[config.mk]
export PLATFORM = sky130hd
export DESIGN_NAME = serial_remote_command_handler
export DESIGN_NICKNAME = d
export VERILOG_FILES = /design/src/rtl/remote_cmd_pkg.sv /design/src/rtl/serial_port.sv /design/src/rtl/serial_remote_command_handler.sv
export SDC_FILE = /design/constraint.sdc
export NUM_CORES = 1
export LEC_CHECK = 0
export BUFFER_PORTS_ARGS = -buffer_cell sky130_fd_sc_hd__buf_2
export CORE_ASPECT_RATIO = 1.2
export CORE_MARGIN = 2
export CORE_UTILIZATION = 45
export DETAILED_ROUTE_END_ITERATION = 10
export GPL_TIMING_DRIVEN = 1
export MAX_ROUTING_LAYER = met4
export PLACE_DENSITY_LB_ADDON = 0.12
export SYNTH_ARGS = -nofsm -noshare
export SYNTH_HDL_FRONTEND = slang
export SYNTH_HIERARCHICAL = 1
export SYNTH_SLANG_ARGS = --single-unit
[constraint.sdc]
create_clock -name clk -period 5.99 [get_ports clk]
set_clock_uncertainty 0.05 [all_clocks]
set_input_delay 0.8985 -clock clk [delete_from_list [all_inputs] [get_ports clk]]
set_output_delay 0.8985 -clock clk [all_outputs]
set_load 0.02 [all_outputs]
[src/rtl/remote_cmd_pkg.sv]
// Shared constants and carriers of the serial remote command handler.
// Assumes an ASCII character stream from a serial port on the same clock.
package remote_cmd_pkg;

    localparam logic [7:0] CH_SPACE   = 8'h20;
    localparam logic [7:0] CH_CR      = 8'h0D;
    localparam logic [7:0] CH_LF      = 8'h0A;
    localparam logic [7:0] CH_PERIOD  = 8'h2E;
    localparam logic [7:0] CH_MINUS   = 8'h2D;
    localparam logic [7:0] CH_ZERO    = 8'h30;
    localparam logic [7:0] CH_ONE     = 8'h31;
    localparam logic [7:0] CH_NINE    = 8'h39;
    localparam logic [7:0] CH_ERR     = 8'h3F;
    localparam logic [7:0] CH_QUERY   = 8'h49;

    localparam int CMD_CHARS   = 11;
    localparam int PARAM_CHARS = 8;
    localparam int CMD_W       = 8 * CMD_CHARS;

    // Command words are right-aligned ASCII; zero bytes fill the unused leading places.
    localparam logic [CMD_W-1:0] SETPOINT_ONE_WRITE_CMD = {16'h0000, 72'h4F55545F53505F3030};
    localparam logic [CMD_W-1:0] SETPOINT_ONE_READ_CMD  = {24'h000000, 64'h494E5F53505F3030};
    localparam logic [CMD_W-1:0] CMD_RUN_WR = "OUT_MODE_05";
    localparam logic [CMD_W-1:0] CMD_RUN_RD = {8'h00, "IN_MODE_05"};

    localparam logic [1:0] REPLY_SP  = 2'h0;
    localparam logic [1:0] REPLY_RUN = 2'h1;
    localparam logic [1:0] REPLY_ERR = 2'h2;

    localparam logic [23:0] SCALE_UNITS  = 24'h000064;
    localparam logic [23:0] SCALE_TENTHS = 24'h00000A;
    localparam logic [23:0] DEC_BASE     = 24'h00000A;
    localparam logic [1:0]  FRAC_MAX     = 2'h2;

    typedef struct packed {
        logic       valid;
        logic [7:0] data;
    } byte_beat_t;

    typedef enum logic [2:0] {
        ST_WORD  = 3'b000,
        ST_PARAM = 3'b001,
        ST_EXEC  = 3'b011,
        ST_REPLY = 3'b010,
        ST_LF    = 3'b110,
        ST_SKIP  = 3'b100
    } parse_state_t;

endpackage

[src/rtl/serial_port.sv]
// Asynchronous serial receiver and transmitter with configurable framing.
// Assumes rxd_pin is asynchronous to clk and idles high.
`timescale 1ns/100ps
module serial_port
    import remote_cmd_pkg::*;
#(
    parameter int CLK_HZ    = 100_000_000,
    parameter int BAUD      = 9600,
    parameter int DATA_BITS = 8,
    parameter int PARITY    = 0,
    parameter int STOP_BITS = 1
)(
    input  wire logic       clk,
    input  wire logic       sys_rst,
    input  wire logic       rxd_pin,
    output byte_beat_t      rx_beat,
    input  wire byte_beat_t tx_beat,
    output logic            tx_ready,
    output logic            txd
);
    localparam int          FRAME  = 1 + DATA_BITS + STOP_BITS + ((PARITY != 0) ? 1 : 0);
    localparam int          DIV    = CLK_HZ / BAUD;
    localparam logic [15:0] DIV_M1 = 16'(DIV - 1);
    localparam logic [15:0] DIV_H  = 16'(DIV / 2);
    localparam logic [3:0]  LAST   = 4'(FRAME - 1);

    if (DATA_BITS < 5 || DATA_BITS > 8 || PARITY > 2 || STOP_BITS < 1 || STOP_BITS > 2
        || DIV < 4 || DIV > 65535) begin : g_bad_cfg
        $error("serial_port: unsupported framing or baud divisor");
    end

    // Odd parity when PARITY is 1, even when 2.
    function automatic logic par_bit(input logic [DATA_BITS-1:0] d);
        par_bit = (^d) ^ (PARITY == 1);
    endfunction

    logic             s1_q, s2_q, s3_q, rx_lvl_q;
    logic             rx_busy_q;
    logic [15:0]      rx_cnt_q;
    logic [3:0]       rx_idx_q;
    logic [FRAME-1:0] rx_sh_q, rx_full;

    always_ff @(posedge clk)
    begin
        s1_q <= rxd_pin;
        s2_q <= s1_q;
        s3_q <= s2_q;
        if (sys_rst)
            rx_lvl_q <= 1'b1;
        else if (s2_q == s3_q)
            rx_lvl_q <= s3_q;
    end

    assign rx_full = {rx_lvl_q, rx_sh_q[FRAME-1:1]};

    always_ff @(posedge clk)
    begin
        rx_beat.valid <= 1'b0;
        if (sys_rst)
        begin
            rx_busy_q    <= 1'b0;
            rx_cnt_q     <= '0;
            rx_idx_q     <= '0;
            rx_sh_q      <= '0;
            rx_beat.data <= '0;
        end
        else if (!rx_busy_q && !rx_lvl_q)
        begin
            rx_busy_q <= 1'b1;
            rx_cnt_q  <= DIV_H;
            rx_idx_q  <= '0;
        end
        else if (rx_busy_q)
        begin
            if (rx_cnt_q == '0)
            begin
                rx_cnt_q <= DIV_M1;
                rx_sh_q  <= rx_full;
                rx_idx_q <= rx_idx_q + 4'h1;
                if (rx_idx_q == LAST)
                begin
                    // Framing or parity faults drop the character silently.
                    rx_busy_q     <= 1'b0;
                    rx_beat.valid <= !rx_full[0] && rx_full[FRAME-1]
                        && (PARITY == 0 || rx_full[DATA_BITS+1] == par_bit(rx_full[DATA_BITS:1]));
                    rx_beat.data  <= '0;
                    rx_beat.data[DATA_BITS-1:0] <= rx_full[DATA_BITS:1];
                end
            end
            else
                rx_cnt_q <= rx_cnt_q - 16'h0001;
        end
    end

    logic [15:0]      tx_cnt_q;
    logic [3:0]       tx_idx_q;
    logic [FRAME-1:0] tx_sh_q, tx_frame;

    always_comb
    begin
        tx_frame = '1;
        tx_frame[0] = 1'b0;
        tx_frame[DATA_BITS:1] = tx_beat.data[DATA_BITS-1:0];
        if (PARITY != 0)
            tx_frame[DATA_BITS+1] = par_bit(tx_beat.data[DATA_BITS-1:0]);
    end

    always_ff @(posedge clk)
    begin
        if (sys_rst)
        begin
            tx_ready <= 1'b1;
            txd      <= 1'b1;
            tx_cnt_q <= '0;
            tx_idx_q <= '0;
            tx_sh_q  <= '1;
        end
        else if (tx_ready)
        begin
            if (tx_beat.valid)
            begin
                tx_ready <= 1'b0;
                tx_sh_q  <= tx_frame;
                txd      <= 1'b0;
                tx_cnt_q <= DIV_M1;
                tx_idx_q <= '0;
            end
        end
        else if (tx_cnt_q == '0)
        begin
            tx_cnt_q <= DIV_M1;
            tx_idx_q <= tx_idx_q + 4'h1;
            if (tx_idx_q == LAST)
            begin
                tx_ready <= 1'b1;
                txd      <= 1'b1;
            end
            else
                txd <= tx_sh_q[tx_idx_q+4'h1];
        end
        else
            tx_cnt_q <= tx_cnt_q - 16'h0001;
    end

endmodule

[src/rtl/serial_remote_command_handler.sv]
// Remote command interpreter: parses ASCII frames, applies settings, answers queries.
// Assumes remote_menu_on and local_run come from keypad logic on clk.
//
// What this block does
// - Transmits only as reply to host queries.
// - Frame is command, space, parameter, carriage return.
// - Parameters are decimal ASCII with period separator.
// - Query commands read; setting commands write.
// - Every well-formed query answered with data, or ? if unknown, then line feed.
// - Setting commands act only in remote mode.
// - Entering remote mode forces and shows remote stop.
// - No automatic restart after power returns.
// - Remote mode enabled by keypad menu item.
// - Interface settings survive power off.
`timescale 1ns/100ps
module serial_remote_command_handler
    import remote_cmd_pkg::*;
#(
    parameter int CLK_HZ    = 100_000_000,
    parameter int BAUD      = 9600,
    parameter int DATA_BITS = 8,
    parameter int PARITY    = 0,
    parameter int STOP_BITS = 1
)(
    input  wire logic          clk,
    input  wire logic          sys_rst,
    input  wire logic          rxd,
    input  wire logic          remote_menu_on,
    input  wire logic          local_run,
    output logic               txd,
    output logic               remote_active,
    output logic               remote_stop_shown,
    output logic               unit_run,
    output logic signed [23:0] first_working_setpoint
);
    localparam int PI_W = $clog2(PARAM_CHARS);
    localparam int PL_W = $clog2(PARAM_CHARS + 1);
    localparam logic [PL_W-1:0] PL_MAX = PL_W'(PARAM_CHARS);
    localparam logic [3:0]      CW_MAX = 4'(CMD_CHARS);
    // Generous bound of a whole reply: every character is allowed sixteen bit times.
    localparam int              REPLY_LIMIT = (PARAM_CHARS + 2) * 16 * (CLK_HZ / BAUD);

    // Interface settings are elaboration constants, so nothing is lost at power off.
    byte_beat_t rx_beat, tx_beat;
    logic       tx_ready;

    serial_port #(
        .CLK_HZ    (CLK_HZ),
        .BAUD      (BAUD),
        .DATA_BITS (DATA_BITS),
        .PARITY    (PARITY),
        .STOP_BITS (STOP_BITS)
    ) u_port (
        .clk      (clk),
        .sys_rst  (sys_rst),
        .rxd_pin  (rxd),
        .rx_beat  (rx_beat),
        .tx_beat  (tx_beat),
        .tx_ready (tx_ready),
        .txd      (txd)
    );

    function automatic logic is_param_char(input logic [7:0] ch);
        is_param_char = (ch >= CH_ZERO && ch <= CH_NINE) || ch == CH_PERIOD || ch == CH_MINUS;
    endfunction

    parse_state_t     state_q;
    logic [CMD_W-1:0] word_q;
    logic [3:0]       word_len_q;
    logic [7:0]       first_ch_q;
    logic [7:0]       param_q [PARAM_CHARS];
    logic [PL_W-1:0]  param_len_q;
    logic [23:0]      acc_q;
    logic [1:0]       frac_q;
    logic             dot_q, neg_q;
    logic [7:0]       sp_text_q [PARAM_CHARS];
    logic [PL_W-1:0]  sp_len_q;
    logic [1:0]       reply_sel_q;
    logic [PL_W-1:0]  reply_idx_q;
    logic             run_q;
    logic [31:0]      reply_cnt_q;

    logic             is_sp_wr, is_run_wr, is_sp_rd, is_run_rd, is_query, tx_take;
    logic [23:0]      mag;
    logic signed [23:0] scaled;
    logic [7:0]       reply_char;
    logic [PL_W-1:0]  reply_len;

    assign is_sp_wr  = word_q == SETPOINT_ONE_WRITE_CMD;
    assign is_run_wr = word_q == CMD_RUN_WR;
    assign is_sp_rd  = word_q == SETPOINT_ONE_READ_CMD;
    assign is_run_rd = word_q == CMD_RUN_RD;
    assign is_query  = first_ch_q == CH_QUERY;
    assign tx_take   = tx_beat.valid && tx_ready;

    always_comb
    begin
        mag = (frac_q == 2'h0) ? 24'(acc_q * SCALE_UNITS)
            : (frac_q == 2'h1) ? 24'(acc_q * SCALE_TENTHS) : acc_q;
        scaled = neg_q ? -$signed(mag) : $signed(mag);
        reply_len = (reply_sel_q == REPLY_SP) ? sp_len_q : PL_W'(1);
        unique case (reply_sel_q)
            REPLY_SP:  reply_char = sp_text_q[reply_idx_q[PI_W-1:0]];
            REPLY_RUN: reply_char = run_q ? CH_ONE : CH_ZERO;
            default:   reply_char = CH_ERR;
        endcase
        // The transmitter is fed only while answering a query.
        tx_beat.valid = (state_q == ST_REPLY) || (state_q == ST_LF);
        tx_beat.data  = (state_q == ST_LF) ? CH_LF : reply_char;
    end

    // Frame parser and reply sequencer.
    always_ff @(posedge clk)
    begin
        if (sys_rst)
            state_q <= ST_WORD;
        else
        begin
            unique case (state_q)
                ST_WORD:
                    if (rx_beat.valid)
                    begin
                        if (rx_beat.data == CH_CR)
                            state_q <= (word_len_q != '0) ? ST_EXEC : ST_WORD;
                        else if (rx_beat.data == CH_SPACE)
                            state_q <= (word_len_q != '0) ? ST_PARAM : ST_SKIP;
                        else if (word_len_q == CW_MAX)
                            state_q <= ST_SKIP;
                    end
                ST_PARAM:
                    if (rx_beat.valid)
                    begin
                        if (rx_beat.data == CH_CR)
                            state_q <= ST_EXEC;
                        else if (!is_param_char(rx_beat.data) || param_len_q == PL_MAX)
                            state_q <= ST_SKIP;
                    end
                ST_EXEC:
                    state_q <= is_query ? ST_REPLY : ST_WORD;
                ST_REPLY:
                    if (tx_take && reply_idx_q + PL_W'(1) >= reply_len)
                        state_q <= ST_LF;
                ST_LF:
                    if (tx_take)
                        state_q <= ST_WORD;
                ST_SKIP:
                    // Malformed frames are discarded without an error report.
                    if (rx_beat.valid && rx_beat.data == CH_CR)
                        state_q <= ST_WORD;
                default:
                    state_q <= ST_WORD;
            endcase
        end
    end

    // Command word and parameter capture.
    always_ff @(posedge clk)
    begin
        // A skipped frame must leave no digits behind for the next command.
        if (sys_rst || state_q == ST_EXEC || state_q == ST_SKIP)
        begin
            word_q      <= '0;
            word_len_q  <= '0;
            first_ch_q  <= '0;
            param_len_q <= '0;
            acc_q       <= '0;
            frac_q      <= '0;
            dot_q       <= 1'b0;
            neg_q       <= 1'b0;
        end
        else if (rx_beat.valid && state_q == ST_WORD && rx_beat.data != CH_CR
                 && rx_beat.data != CH_SPACE && word_len_q != CW_MAX)
        begin
            word_q     <= {word_q[CMD_W-9:0], rx_beat.data};
            word_len_q <= word_len_q + 4'h1;
            if (word_len_q == '0)
                first_ch_q <= rx_beat.data;
        end
        else if (rx_beat.valid && state_q == ST_PARAM && is_param_char(rx_beat.data)
                 && param_len_q != PL_MAX)
        begin
            param_q[param_len_q[PI_W-1:0]] <= rx_beat.data;
            param_len_q <= param_len_q + PL_W'(1);
            if (rx_beat.data == CH_MINUS)
                neg_q <= 1'b1;
            else if (rx_beat.data == CH_PERIOD)
                dot_q <= 1'b1;
            else if (!dot_q || frac_q != FRAC_MAX)
            begin
                // Digits beyond hundredths are kept in the echo text but not in the value.
                acc_q <= 24'(acc_q * DEC_BASE) + 24'(rx_beat.data - CH_ZERO);
                if (dot_q)
                    frac_q <= frac_q + 2'h1;
            end
        end
    end

    // Stored setpoint and reply pointer.
    always_ff @(posedge clk)
    begin
        if (sys_rst)
        begin
            first_working_setpoint <= '0;
            sp_text_q   <= '{default: CH_ZERO};
            sp_len_q    <= PL_W'(1);
            reply_sel_q <= REPLY_ERR;
            reply_idx_q <= '0;
        end
        else if (state_q == ST_EXEC)
        begin
            reply_idx_q <= '0;
            reply_sel_q <= is_sp_rd ? REPLY_SP : is_run_rd ? REPLY_RUN : REPLY_ERR;
            if (remote_active && is_sp_wr && param_len_q != '0)
            begin
                first_working_setpoint <= scaled;
                sp_text_q <= param_q;
                sp_len_q  <= param_len_q;
            end
        end
        else if (state_q == ST_REPLY && tx_take)
            reply_idx_q <= reply_idx_q + PL_W'(1);
    end

    // Remote mode follows the keypad menu item; entering it forces a stop.
    always_ff @(posedge clk)
    begin
        if (sys_rst)
        begin
            remote_active <= 1'b0;
            run_q         <= 1'b0;
        end
        else
        begin
            remote_active <= remote_menu_on;
            if (remote_menu_on && !remote_active)
                run_q <= 1'b0;
            else if (state_q == ST_EXEC && remote_active && is_run_wr && param_len_q == PL_W'(1))
            begin
                if (param_q[0] == CH_ONE)
                    run_q <= 1'b1;
                else if (param_q[0] == CH_ZERO)
                    run_q <= 1'b0;
            end
        end
    end

    always_ff @(posedge clk)
    begin
        if (sys_rst)
        begin
            remote_stop_shown <= 1'b0;
            unit_run          <= 1'b0;
        end
        else
        begin
            remote_stop_shown <= remote_active && !run_q;
            unit_run          <= remote_active ? run_q : local_run;
        end
    end

    property p_no_unsolicited;
        @(posedge clk) disable iff (sys_rst)
        $rose(state_q == ST_REPLY) |-> $past(state_q) == ST_EXEC && $past(first_ch_q) == CH_QUERY;
    endproperty
    a_no_unsolicited: assert property (p_no_unsolicited) else $error("reply without query");

    property p_space_opens_param;
        @(posedge clk) disable iff (sys_rst)
        state_q == ST_WORD && rx_beat.valid && rx_beat.data == CH_SPACE && word_len_q != '0
        |=> state_q == ST_PARAM;
    endproperty
    a_space_opens_param: assert property (p_space_opens_param) else $error("space did not open param");

    property p_bad_char_skips;
        @(posedge clk) disable iff (sys_rst)
        state_q == ST_PARAM && rx_beat.valid && rx_beat.data != CH_CR && !is_param_char(rx_beat.data)
        |=> state_q == ST_SKIP;
    endproperty
    a_bad_char_skips: assert property (p_bad_char_skips) else $error("bad parameter accepted");

    property p_write_applies;
        @(posedge clk) disable iff (sys_rst)
        state_q == ST_EXEC && remote_active && is_sp_wr && param_len_q != '0
        |=> first_working_setpoint == $past(scaled);
    endproperty
    a_write_applies: assert property (p_write_applies) else $error("setpoint not written");

    // Counts how long the current reply has been on the line.
    always_ff @(posedge clk)
    begin
        if (sys_rst || !(state_q == ST_REPLY || state_q == ST_LF))
            reply_cnt_q <= '0;
        else if (reply_cnt_q != 32'(REPLY_LIMIT))
            reply_cnt_q <= reply_cnt_q + 32'h00000001;
    end

    property p_query_answered;
        @(posedge clk) disable iff (sys_rst)
        state_q == ST_EXEC && is_query |=> state_q == ST_REPLY;
    endproperty
    a_query_answered: assert property (p_query_answered) else $error("query not answered");

    property p_reply_bounded;
        @(posedge clk) disable iff (sys_rst)
        state_q == ST_REPLY || state_q == ST_LF |-> reply_cnt_q != 32'(REPLY_LIMIT);
    endproperty
    a_reply_bounded: assert property (p_reply_bounded) else $error("reply not finished in time");

    property p_lf_last;
        @(posedge clk) disable iff (sys_rst)
        state_q == ST_LF |-> tx_beat.valid && tx_beat.data == CH_LF;
    endproperty
    a_lf_last: assert property (p_lf_last) else $error("reply not closed by LF");

    property p_local_write_ignored;
        @(posedge clk) disable iff (sys_rst)
        state_q == ST_EXEC && !remote_active && !(remote_menu_on && !remote_active)
        |=> $stable(first_working_setpoint) && $stable(run_q);
    endproperty
    a_local_write_ignored: assert property (p_local_write_ignored) else $error("write outside remote");

    property p_enter_remote_stop;
        @(posedge clk) disable iff (sys_rst)
        remote_menu_on && !remote_active |=> !run_q ##1 remote_stop_shown;
    endproperty
    a_enter_remote_stop: assert property (p_enter_remote_stop) else $error("remote stop not shown");

    property p_reset_stopped;
        @(posedge clk) sys_rst |=> !run_q && !unit_run;
    endproperty
    a_reset_stopped: assert property (p_reset_stopped) else $error("runs after reset");

    c_write:  cover property (@(posedge clk) state_q == ST_EXEC && remote_active && is_sp_wr);
    c_query:  cover property (@(posedge clk) state_q == ST_LF && tx_take);
    c_remote: cover property (@(posedge clk) remote_menu_on && !remote_active);

endmodule

# Word-level counts from Yosys, hierarchy flattened
# Cells that the tools add are included.
classes:
  multipliers: 2
  bitwise_logic: 10
  addsub: 11
  n_reduce_logical: 66
  eq_ne: 37
  mux: 55
  n_lt_le_gt_ge: 7
op_table:
  columns: ["cell", "count"]
  rows:
  - ["$eq 88x63->1 const B", 1]
  - ["$eq 88x71->1 const B", 1]
  - ["$eq 88x79->1 const B", 1]
  - ["$eq 88x87->1 const B", 1]
  - ["$mux 24", 3]
  - ["$bwmux 64", 1]
  - ["$mux 16", 4]
  - ["$eq 8x6->1 const B", 5]
  - ["$mux 3", 11]
  - ["$logic_not 16->1", 2]
  - ["$mux 8", 4]
  - ["$sub 16x1->16 const B", 2]
  - ["$mux 13", 2]
  - ["$add 24x24->24", 1]
  - ["$bmux 8 s3", 1]
  - ["$demux 8 s3", 1]
  - ["$mul 24x3->23 const B", 1]
  - ["$mul 24x5->22 const B", 1]
  - ["$neg 24->24", 1]
  - ["$logic_and 1x1->1", 22]
  - ["$add 4x1->4 const B", 5]
  - ["$pmux 3 s6", 1]
  - ["$mux 1", 17]
  - ["$eq 4x4->1 const B", 4]
  - ["43 further kinds", 95]
word_totals:
  out_inout_bits: 28
  word_cells: 237
  inputBits: 5
  reg_bits: 376

# Longest topological paths before layout
# Gate-level depths: netlist of the first run.
logic_depth:
  depth_word: 10
  ltp_mapped: 21
  mapped_depth_nobuf: 20

# Cells and area by module
# Netlist of the first run, hierarchy kept.
modules_own_cells:
  columns: ["module", "area_per_inst_um2", "cells_each", "instances"]
  rows:
  - ["serial_remote_command_handler", 16873.7, 1942, 1]
  - ["serial_port", 3362.0, 386, 1]

# Worst setup path after synthesis of the first run
# Ideal clock, no wire load.
synth_timing:
  kind: "register to register"
  startpoint: "register acc_q[6]"
  endpoint: "register first_working_setpoint[23]"
  path_stages_with_launch: 18
  setup_time_ns: 0.086
  arrival_time_ns: 4.405
  path_slack_ns: 1.450
  cell_sequence: "dfxtp_1 ha_1 ha_1 inv_1 fa_1 inv_1 ha_1 a2111oi_0 o21a_1 o21a_1 o21ai_1 xnor2_1 a221oi_1 nand3_1 or4_4 o31ai_2 xor2_1 a211oi_1"
synth_via:
  elab_chain_cells: 5
  elab_cells_between_ends: 6
  classes_between: "add/sub: 1; mul: 2; mux: 3"
synth_rtl:
  columns: ["item", "line_no", "rtl"]
  rows:
  - ["from (decl)", "serial_remote_command_handler.sv:73", "logic [23:0] acc_q;"]
  - ["from (signal assigned)", "serial_remote_command_handler.sv:191", "acc_q <= 24'(acc_q * DEC_BASE) + 24'(rx_beat.data - CH_ZERO);"]
  - ["$mul 24x3->23", "serial_remote_command_handler.sv:99", ": (frac_q == 2'h1) ? 24'(acc_q * SCALE_TENTHS) : acc_q;"]
  - ["$mux 24", "serial_remote_command_handler.sv:99", null]
  - ["$mux 24 *", "serial_remote_command_handler.sv:98", "mag = (frac_q == 2'h0) ? 24'(acc_q * SCALE_UNITS)"]
  - ["$neg 24->24", "serial_remote_command_handler.sv:100", "scaled = neg_q ? -$signed(mag) : $signed(mag);"]
  - ["$mux 24 *", "serial_remote_command_handler.sv:100", null]
  - ["to (signal assigned)", "serial_remote_command_handler.sv:215", "first_working_setpoint <= scaled;"]
  - ["to (decl)", "serial_remote_command_handler.sv:34", "output logic signed [23:0] first_working_setpoint"]
# Mark *: on every way between the ends. The rest lies on a longest branch, timed or not.
# A chain may end at the register's enable or synchronous reset.

# Worst setup path after layout of the first run
layout_timing:
  startpoint: "register acc_q[0]"
  endpoint: "register acc_q[23]"
layout_via:
  elab_chain_cells: 2
layout_rtl:
  columns: ["item", "line_no"]
  rows:
  - ["$mul 24x3->23", "serial_remote_command_handler.sv:191"]
  - ["$add 24x24->24", "serial_remote_command_handler.sv:191"]
# No other way between the ends.

==> results of run 1 <==
synth_stat cells, types with 22 or more instances:
master / instances / area (sq um)
nand2_1: 441 / 1660
nor3_1: 51 / 255
o21ai_0: 49 / 245
mux2i_1: 48 / 480
clkbuf_1: 102 / 383
a21o_1: 30 / 225
ha_1: 138 / 1730
nor2_1: 163 / 612
dfxtp_1: 311 / 6230
a21oi_1: 252 / 1260
xor2_1: 33 / 289
xnor2_1: 65 / 569
nand3_1: 38 / 190
nand4_1: 22 / 138
inv_1: 118 / 443
edfxtp_1: 64 / 1920
a211oi_1: 33 / 248
how the worst max path moves through the flow:
| stage | cells after the start | end | slack [ps] | from |
|---|---|---|---|---|
| floorplan | 17 | first_working_setpoint[23] | 1450 | acc_q[6] |
| global placement | 19 | acc_q[23] | 1030 | acc_q[0] |
| detailed placement | 19 | acc_q[23] | 940 | acc_q[0] |
| CTS | 19 | acc_q[23] | 890 | acc_q[0] |
| global route | 19 | acc_q[23] | 210 | acc_q[0] |
| finish | 19 | acc_q[23] | 840 | acc_q[0] |
cell usage in the layout, fill, tap and decap left out, types with 48 or more instances in the layout:
cell	count
o21ai_0	49
xnor2_1	65
dfxtp_1	311
nand2_1	440
nor3_1	50
inv_1	118
a21oi_1	252
ha_1	138
edfxtp_1	64
mux2i_1	48
nor2_1	163
metrics by stage:
step / utilization / power (mW) / setup slack [ps] / std cells / hold WS, ps
after detailed placement: 0.467 / 2.79 / 944 / 2832 / 268
after global routing: 0.499 / 5.65 / 214 / 2909 / 290
after global placement: 0.467 / 2.79 / 1030 / 2832 / 273
after floorplan: - / 2.75 / 1450 / 2328 / 260
final: 0.499 / 5.46 / 838 / 2909 / 276
after CTS: 0.499 / 5.53 / 887 / 2909 / 280
power by group:
part	switching [mW]	internal (mW)
Combinational	0.0991	0.0442
Clock	1.08	1.65
Sequential	0.0230	2.57
area by class of cell:
type / count / share of cell area
Clock inverter: 16 / 0.0109
Timing Repair Buffer: 55 / 0.0150
Inverter: 120 / 0.0202
Multi-Input combinational cell: 1717 / 0.502
Sequential cell: 375 / 0.365
Tap cell: 565 / 0.0317
Clock buffer: 61 / 0.0549
kinds of logic (layout without fill, tap and decap cells):
| logic type | count (synthesis) | in the layout | synth area share |
|---|---|---|---|
| AOI/OAI and AO/OA | 514 | 514 | 0.158 |
| xor gates and xnor gates | 98 | 98 | 0.0424 |
| adders and majority gates | 156 | 156 | 0.103 |
| buffers and inverters | 236 | 252 | 0.0450 |
| DFF | 375 | 375 | 0.403 |
| muxes | 73 | 73 | 0.0478 |
| and+or+nand+nor | 876 | 876 | 0.201 |
sequential cells by signal (all words and copies together), names as in the netlist, 16 cells and up:
name	flops
acc_q	24
first_working_setpoint	24
param_q	64
sp_text_q	64
u_port/rx_cnt_q	16
u_port/tx_cnt_q	16
word_q	88
critical path, cell delays in order, from the launching register on:
cell and delay [ps]:
dfxtp_1 540, ha_1 220, ha_1 190, inv_1 70
fa_1 400, nor2b_1 220, o211ai_1 190, a31o_1 290
o21ai_0 210, xor2_1 290, ha_1 350, nand2_1 110
or3_1 110, o21ai_0 70, a2111oi_0 630, nor2b_1 140
o311a_1 340, o41ai_1 330, xnor2_1 160, a21oi_1 80
routing by layer:
layer | global-route usage | vias to the layer above | wire length [um]
met5 | - | - | 0
met4 | 0.0697 | 0 | 1390
met3 | 0.0285 | 87 | 1330
met2 | 0.379 | 204 | 25100
met1 | 0.268 | 7674 | 22200
li1 | - | 8126 | -
==> summary.txt, run 1 <==
Power
  – Leak: 8.70 nW
  – Maximum VDD drop: 219 uV
  – Pwr dens: 245 mW/mm^2

Yosys
  – Syn Inst Count: 2328
  – Number of flops mapped to enable cells by yosys: 64
  – Number of synthesized register bits: 375
  – Seq/Total Area, Yosys: 0.403
  – Syn Area/Cell: 8.69 sq um
  – Synth unique cells: 96
  – Synth warn: 6
  – Top FF cell, synth: dfxtp_1
  – Syn nets: 2489
  – Async SR Flop Fraction: 0
  – Mapped Area: 0.0202 sq mm

Clock tree
  – Clk root buf: clkbuf_16
  – TritonCTS clock tree: yes
  – Post-cts sizing count: 0
  – CTS Hold Bufs: 0
  – Latest clock arrival within the worst-skew pair: 570 ps
  – Number of H-tree levels: 2
  – CTS buffer count: 42
  – Setup repair bufs after CTS: 0
  – CTS Buffer Depth: 3
  – Clock Pin Slew Worst Setup and Hold Paths: around 60 ps
  – Clk sink count: 375

STA
  – Pins Over Slew Limit: 0
  – Worst-Margin Slew: about 1100 ps
  – Post-route clock period utilization: 0.860
  – TNS Setup: 0 ps
  – Peak Freq: 194 MHz
  – Slew headroom: 0.260
  – Final min period: 5150 ps
  – Setup violators final: 0
  – Final Hold Viols: 0
  – RSZ-0062 raised after global routing: false

Critical path
  – R2r worst-path depth: 19
  – Startpoint Class: flip-flop
  – CP max FO: 10
  – Crit Path Category: flip-flop to flip-flop
  – Reg-to-reg endpoint: acc_q[23]
  – Nature of the critical path endpoint: flip-flop
  – Worst path arrival time: about 5500 ps
  – R2r startpoint: acc_q[0]
  – Reg2reg setup slack: 840 ps
  – Worst Path Required: around 6300 ps

GRT
  – Largest net degree at the start of global routing: between 90 and 100
  – First-pass GRT wire length: slightly above 80 mm
  – Total gr overflow: 0
  – Antenna violations before repair: 0
  – Vias in the first global route: 15300
  – Total track usage: 0.221

Detailed routing
  – DRT Wirelength: 50.1 mm
  – DR vias: 16100
  – Initial DRC count: 816
  – Vias per Instance: 5.53
  – Per-cell routed wire length: between 15 and 20 um
  – Residual DRC: 0
  – Post-DRT Antenna Nets: 0
  – Pre-antenna DRT Iters: 5

Layout
  – P&R area growth vs syn: 10.2%
  – Fin nets: 2472
  – Fill cell count: ~4300
  – ANT cells: 0
  – Multi-input logic area: 0.0112 sq mm
  – Finished Cell Area: 0.0223 sq mm
  – Share of layout cells above drive strength 1: 0.0764
  – Reg area: 0.00815 sq mm

Floorplan
  – Starting Density: 0.453
  – Area of the core: 0.0447 sq mm
  – Die width: between 150 and 200 um
  – Die H: 236 um
  – FP Rows: 85
  – Die ar.: 0.0467 sq mm
  – Num ports: 33

Placed design
  – Buffers added on ports: 32
  – DP Wirelength: 35.4 mm
  – GP Congestion: roughly 0.9
  – Cell Area, Placed: 0.0208 sq mm

Outcome
  – Status: completed

Flow run
  – MaxCap Viol Count: 0

Hold path
  – Hold path startpoint: u_port/s1_q
  – Hold worst-path end: u_port/s2_q
  – Hold Crit Class: flip-flop to flip-flop
  – Hold depth: 0
No activity file was read; power rests on OpenSTA's default activity.
==> inputs of run 2 (changes only) <==
CELL_PAD_IN_SITES_DETAIL_PLACEMENT = 1   (was default)
CELL_PAD_IN_SITES_GLOBAL_PLACEMENT = 1   (was default)
==> summary.txt, run 2 (synthesized netlist as in run 1, its figures left out) <==
Layout
  – Multi-input logic area: 0.0112 sq mm (unchanged)
  – Fin nets: 2474 (+0.081%)
  – Max reg flops: 88 (unchanged)
  – Most frequent cells in the layout: nand2_1, dfxtp_1, a21oi_1
  – Fill cell count: 5202 (+20%)
  – ANT cells: 0 (unchanged)
  – P&R area growth vs syn: 10.0%
  – Commonest non-fill, non-tap cell in the layout: nand2_1
  – Most flop-heavy register: word_q
  – Reg area: 0.00815 sq mm (unchanged)
  – Share of layout cells above drive strength 1: 0.0784 (+0.00207)

Floorplan
  – FP Rows: 85 (unchanged)
  – Starting Density: 0.453 (unchanged)
  – Die H: 236 um (unchanged)
  – Num ports: 33 (unchanged)
  – Area of the core: 0.0447 sq mm (unchanged)
  – Die width: 198 um (unchanged)
  – Die ar.: 0.0467 sq mm (unchanged)

Detailed routing
  – Residual DRC: 0 (unchanged)
  – DR vias: 16400 (+2.0%)
  – Post-DRT Antenna Nets: 0 (unchanged)
  – Vias per Instance: 5.64 (+1.9%)
  – Initial DRC count: 765 (-6.3%)
  – Per-cell routed wire length: 19.1 um (+11%)
  – DRT Wirelength: 55.5 mm (+11%)
  – Pre-antenna DRT Iters: 4 (-1)

Placed design
  – Buffers added on ports: 32 (unchanged)
  – GP Congestion: 0.873 (-1.9%)
  – DP Wirelength: 39.7 mm (+12%)

Power
  – Leak: 8.69 nW (about the same)
  – Pwr dens: 241 mW/mm^2 (-1.4%)
  – Maximum VDD drop: 165 uV (-25%)

Critical path
  – CP max FO: 10 (unchanged)
  – Nature of the critical path endpoint: flip-flop
  – Worst path arrival time: 5660 ps (+160 ps)
  – Startpoint Class: flip-flop
  – Crit Path Category: flip-flop to flip-flop
  – Worst Path Required: 6350 ps (about the same)

STA
  – RSZ-0062 raised after global routing: false
  – Pins Over Slew Limit: 0 (unchanged)
  – Setup violators final: 0 (unchanged)
  – TNS Setup: 0 ps (unchanged)
  – WHS: 276 ps (+0.694 ps)
  – Final min period: 5310 ps (+153 ps)
  – Final Hold Viols: 0 (unchanged)
  – Worst-Margin Slew: 1230 ps (+121 ps)
  – Peak Freq: 188 MHz (-2.9%)
  – Slew headroom: 0.177 (-0.0826)
  – Post-route clock period utilization: 0.886 (+0.0256)

Clock tree
  – Latest clock arrival within the worst-skew pair: 570 ps (about the same)
  – CTS Hold Bufs: 0 (unchanged)
  – TritonCTS clock tree: yes
  – Clk root buf: clkbuf_16
  – Post-cts sizing count: 0 (unchanged)
  – CTS Buffer Depth: 3 (unchanged)
  – CTS buffer count: 42 (unchanged)
  – Clock Pin Slew Worst Setup and Hold Paths: 60 ps (about the same)
  – Clk sink count: 375 (unchanged)
  – Setup repair bufs after CTS: 0 (unchanged)
  – Number of H-tree levels: 2 (unchanged)

Hold path
  – Hold Crit Class: flip-flop to flip-flop

Outcome
  – Status: completed

GRT
  – Largest net degree at the start of global routing: 101 (+2.0%)
  – First-pass GRT wire length: 89.6 mm (+11%)
  – Total gr overflow: 0 (unchanged)
  – Total track usage: 0.245 (+0.0245)
  – Antenna violations before repair: 0 (unchanged)
  – Vias in the first global route: 16800 (+10%)

Flow run
  – MaxCap Viol Count: 0 (unchanged)
==> run 2: report_power, final <==
part | total, mW | internal [mW] | leakage (nW) | switching [mW]
combinational | 0.145 | 0.0447 | 4.89 | 0.101
sequential | 2.59 | 2.57 | 3.10 | 0.0239
clock | 2.63 | 1.58 | 0.701 | 1.06
==> run 2: worst paths after layout <==
check         startpoint          end  slack [ps]  cells after the start
max             acc_q[0]    acc_q[23]         680                     19
min          u_port/s1_q  u_port/s2_q         280                      0
min reg2reg  u_port/s1_q  u_port/s2_q         280                      0
max reg2reg     acc_q[0]    acc_q[23]         680                     19
==> run 2: metrics by stage <==
stage / power (mW) / utilization / worst slack, ps / instances / instance area [sq um]
finish: 5.37 / 0.498 / 684 / 2911 / 22300
global route: 5.57 / 0.498 / 178 / 2911 / 22300
CTS: 5.45 / 0.498 / 725 / 2911 / 22300
detailed placement: 2.79 / 0.467 / 807 / 2834 / 20900
global placement: 2.79 / 0.467 / 970 / 2834 / 20900
floorplan: 2.75 / - / 1450 / 2328 / 20200
==> run 2: area by class of cell <==
class / instances / area share
multi-input combinational: 1717 / 0.503
sequential: 375 / 0.366
clock buffer: 60 / 0.0558
tap: 565 / 0.0317
inverter: 120 / 0.0202
timing repair buffer: 57 / 0.0157
clock inverter: 17 / 0.00753
==> run 2: metal layers <==
metal / wire, um / vias up / part of all wire / track usage
met5: 0 / - / 0 / -
met4: 1260 / 0 / 0.023 / 0.0652
met3: 1140 / 73 / 0.021 / 0.0289
met2: 28500 / 141 / 0.51 / 0.431
met1: 24500 / 8083 / 0.44 / 0.296
li1: - / 8117 / - / -
==> run 2: worst max-delay path, cell delays in order, from the launching register on <==
cell	delay, ps
dfxtp_1	550
ha_1	220
ha_1	190
inv_1	60
fa_1	400
nor2b_1	230
o211ai_1	200
a31o_1	300
o21ai_0	200
xor2_1	280
ha_1	340
nand2_1	120
or3_1	120
o21ai_0	70
a2111oi_0	700
nor2b_1	140
o311a_1	340
o41ai_1	340
xnor2_1	190
a21oi_1	90
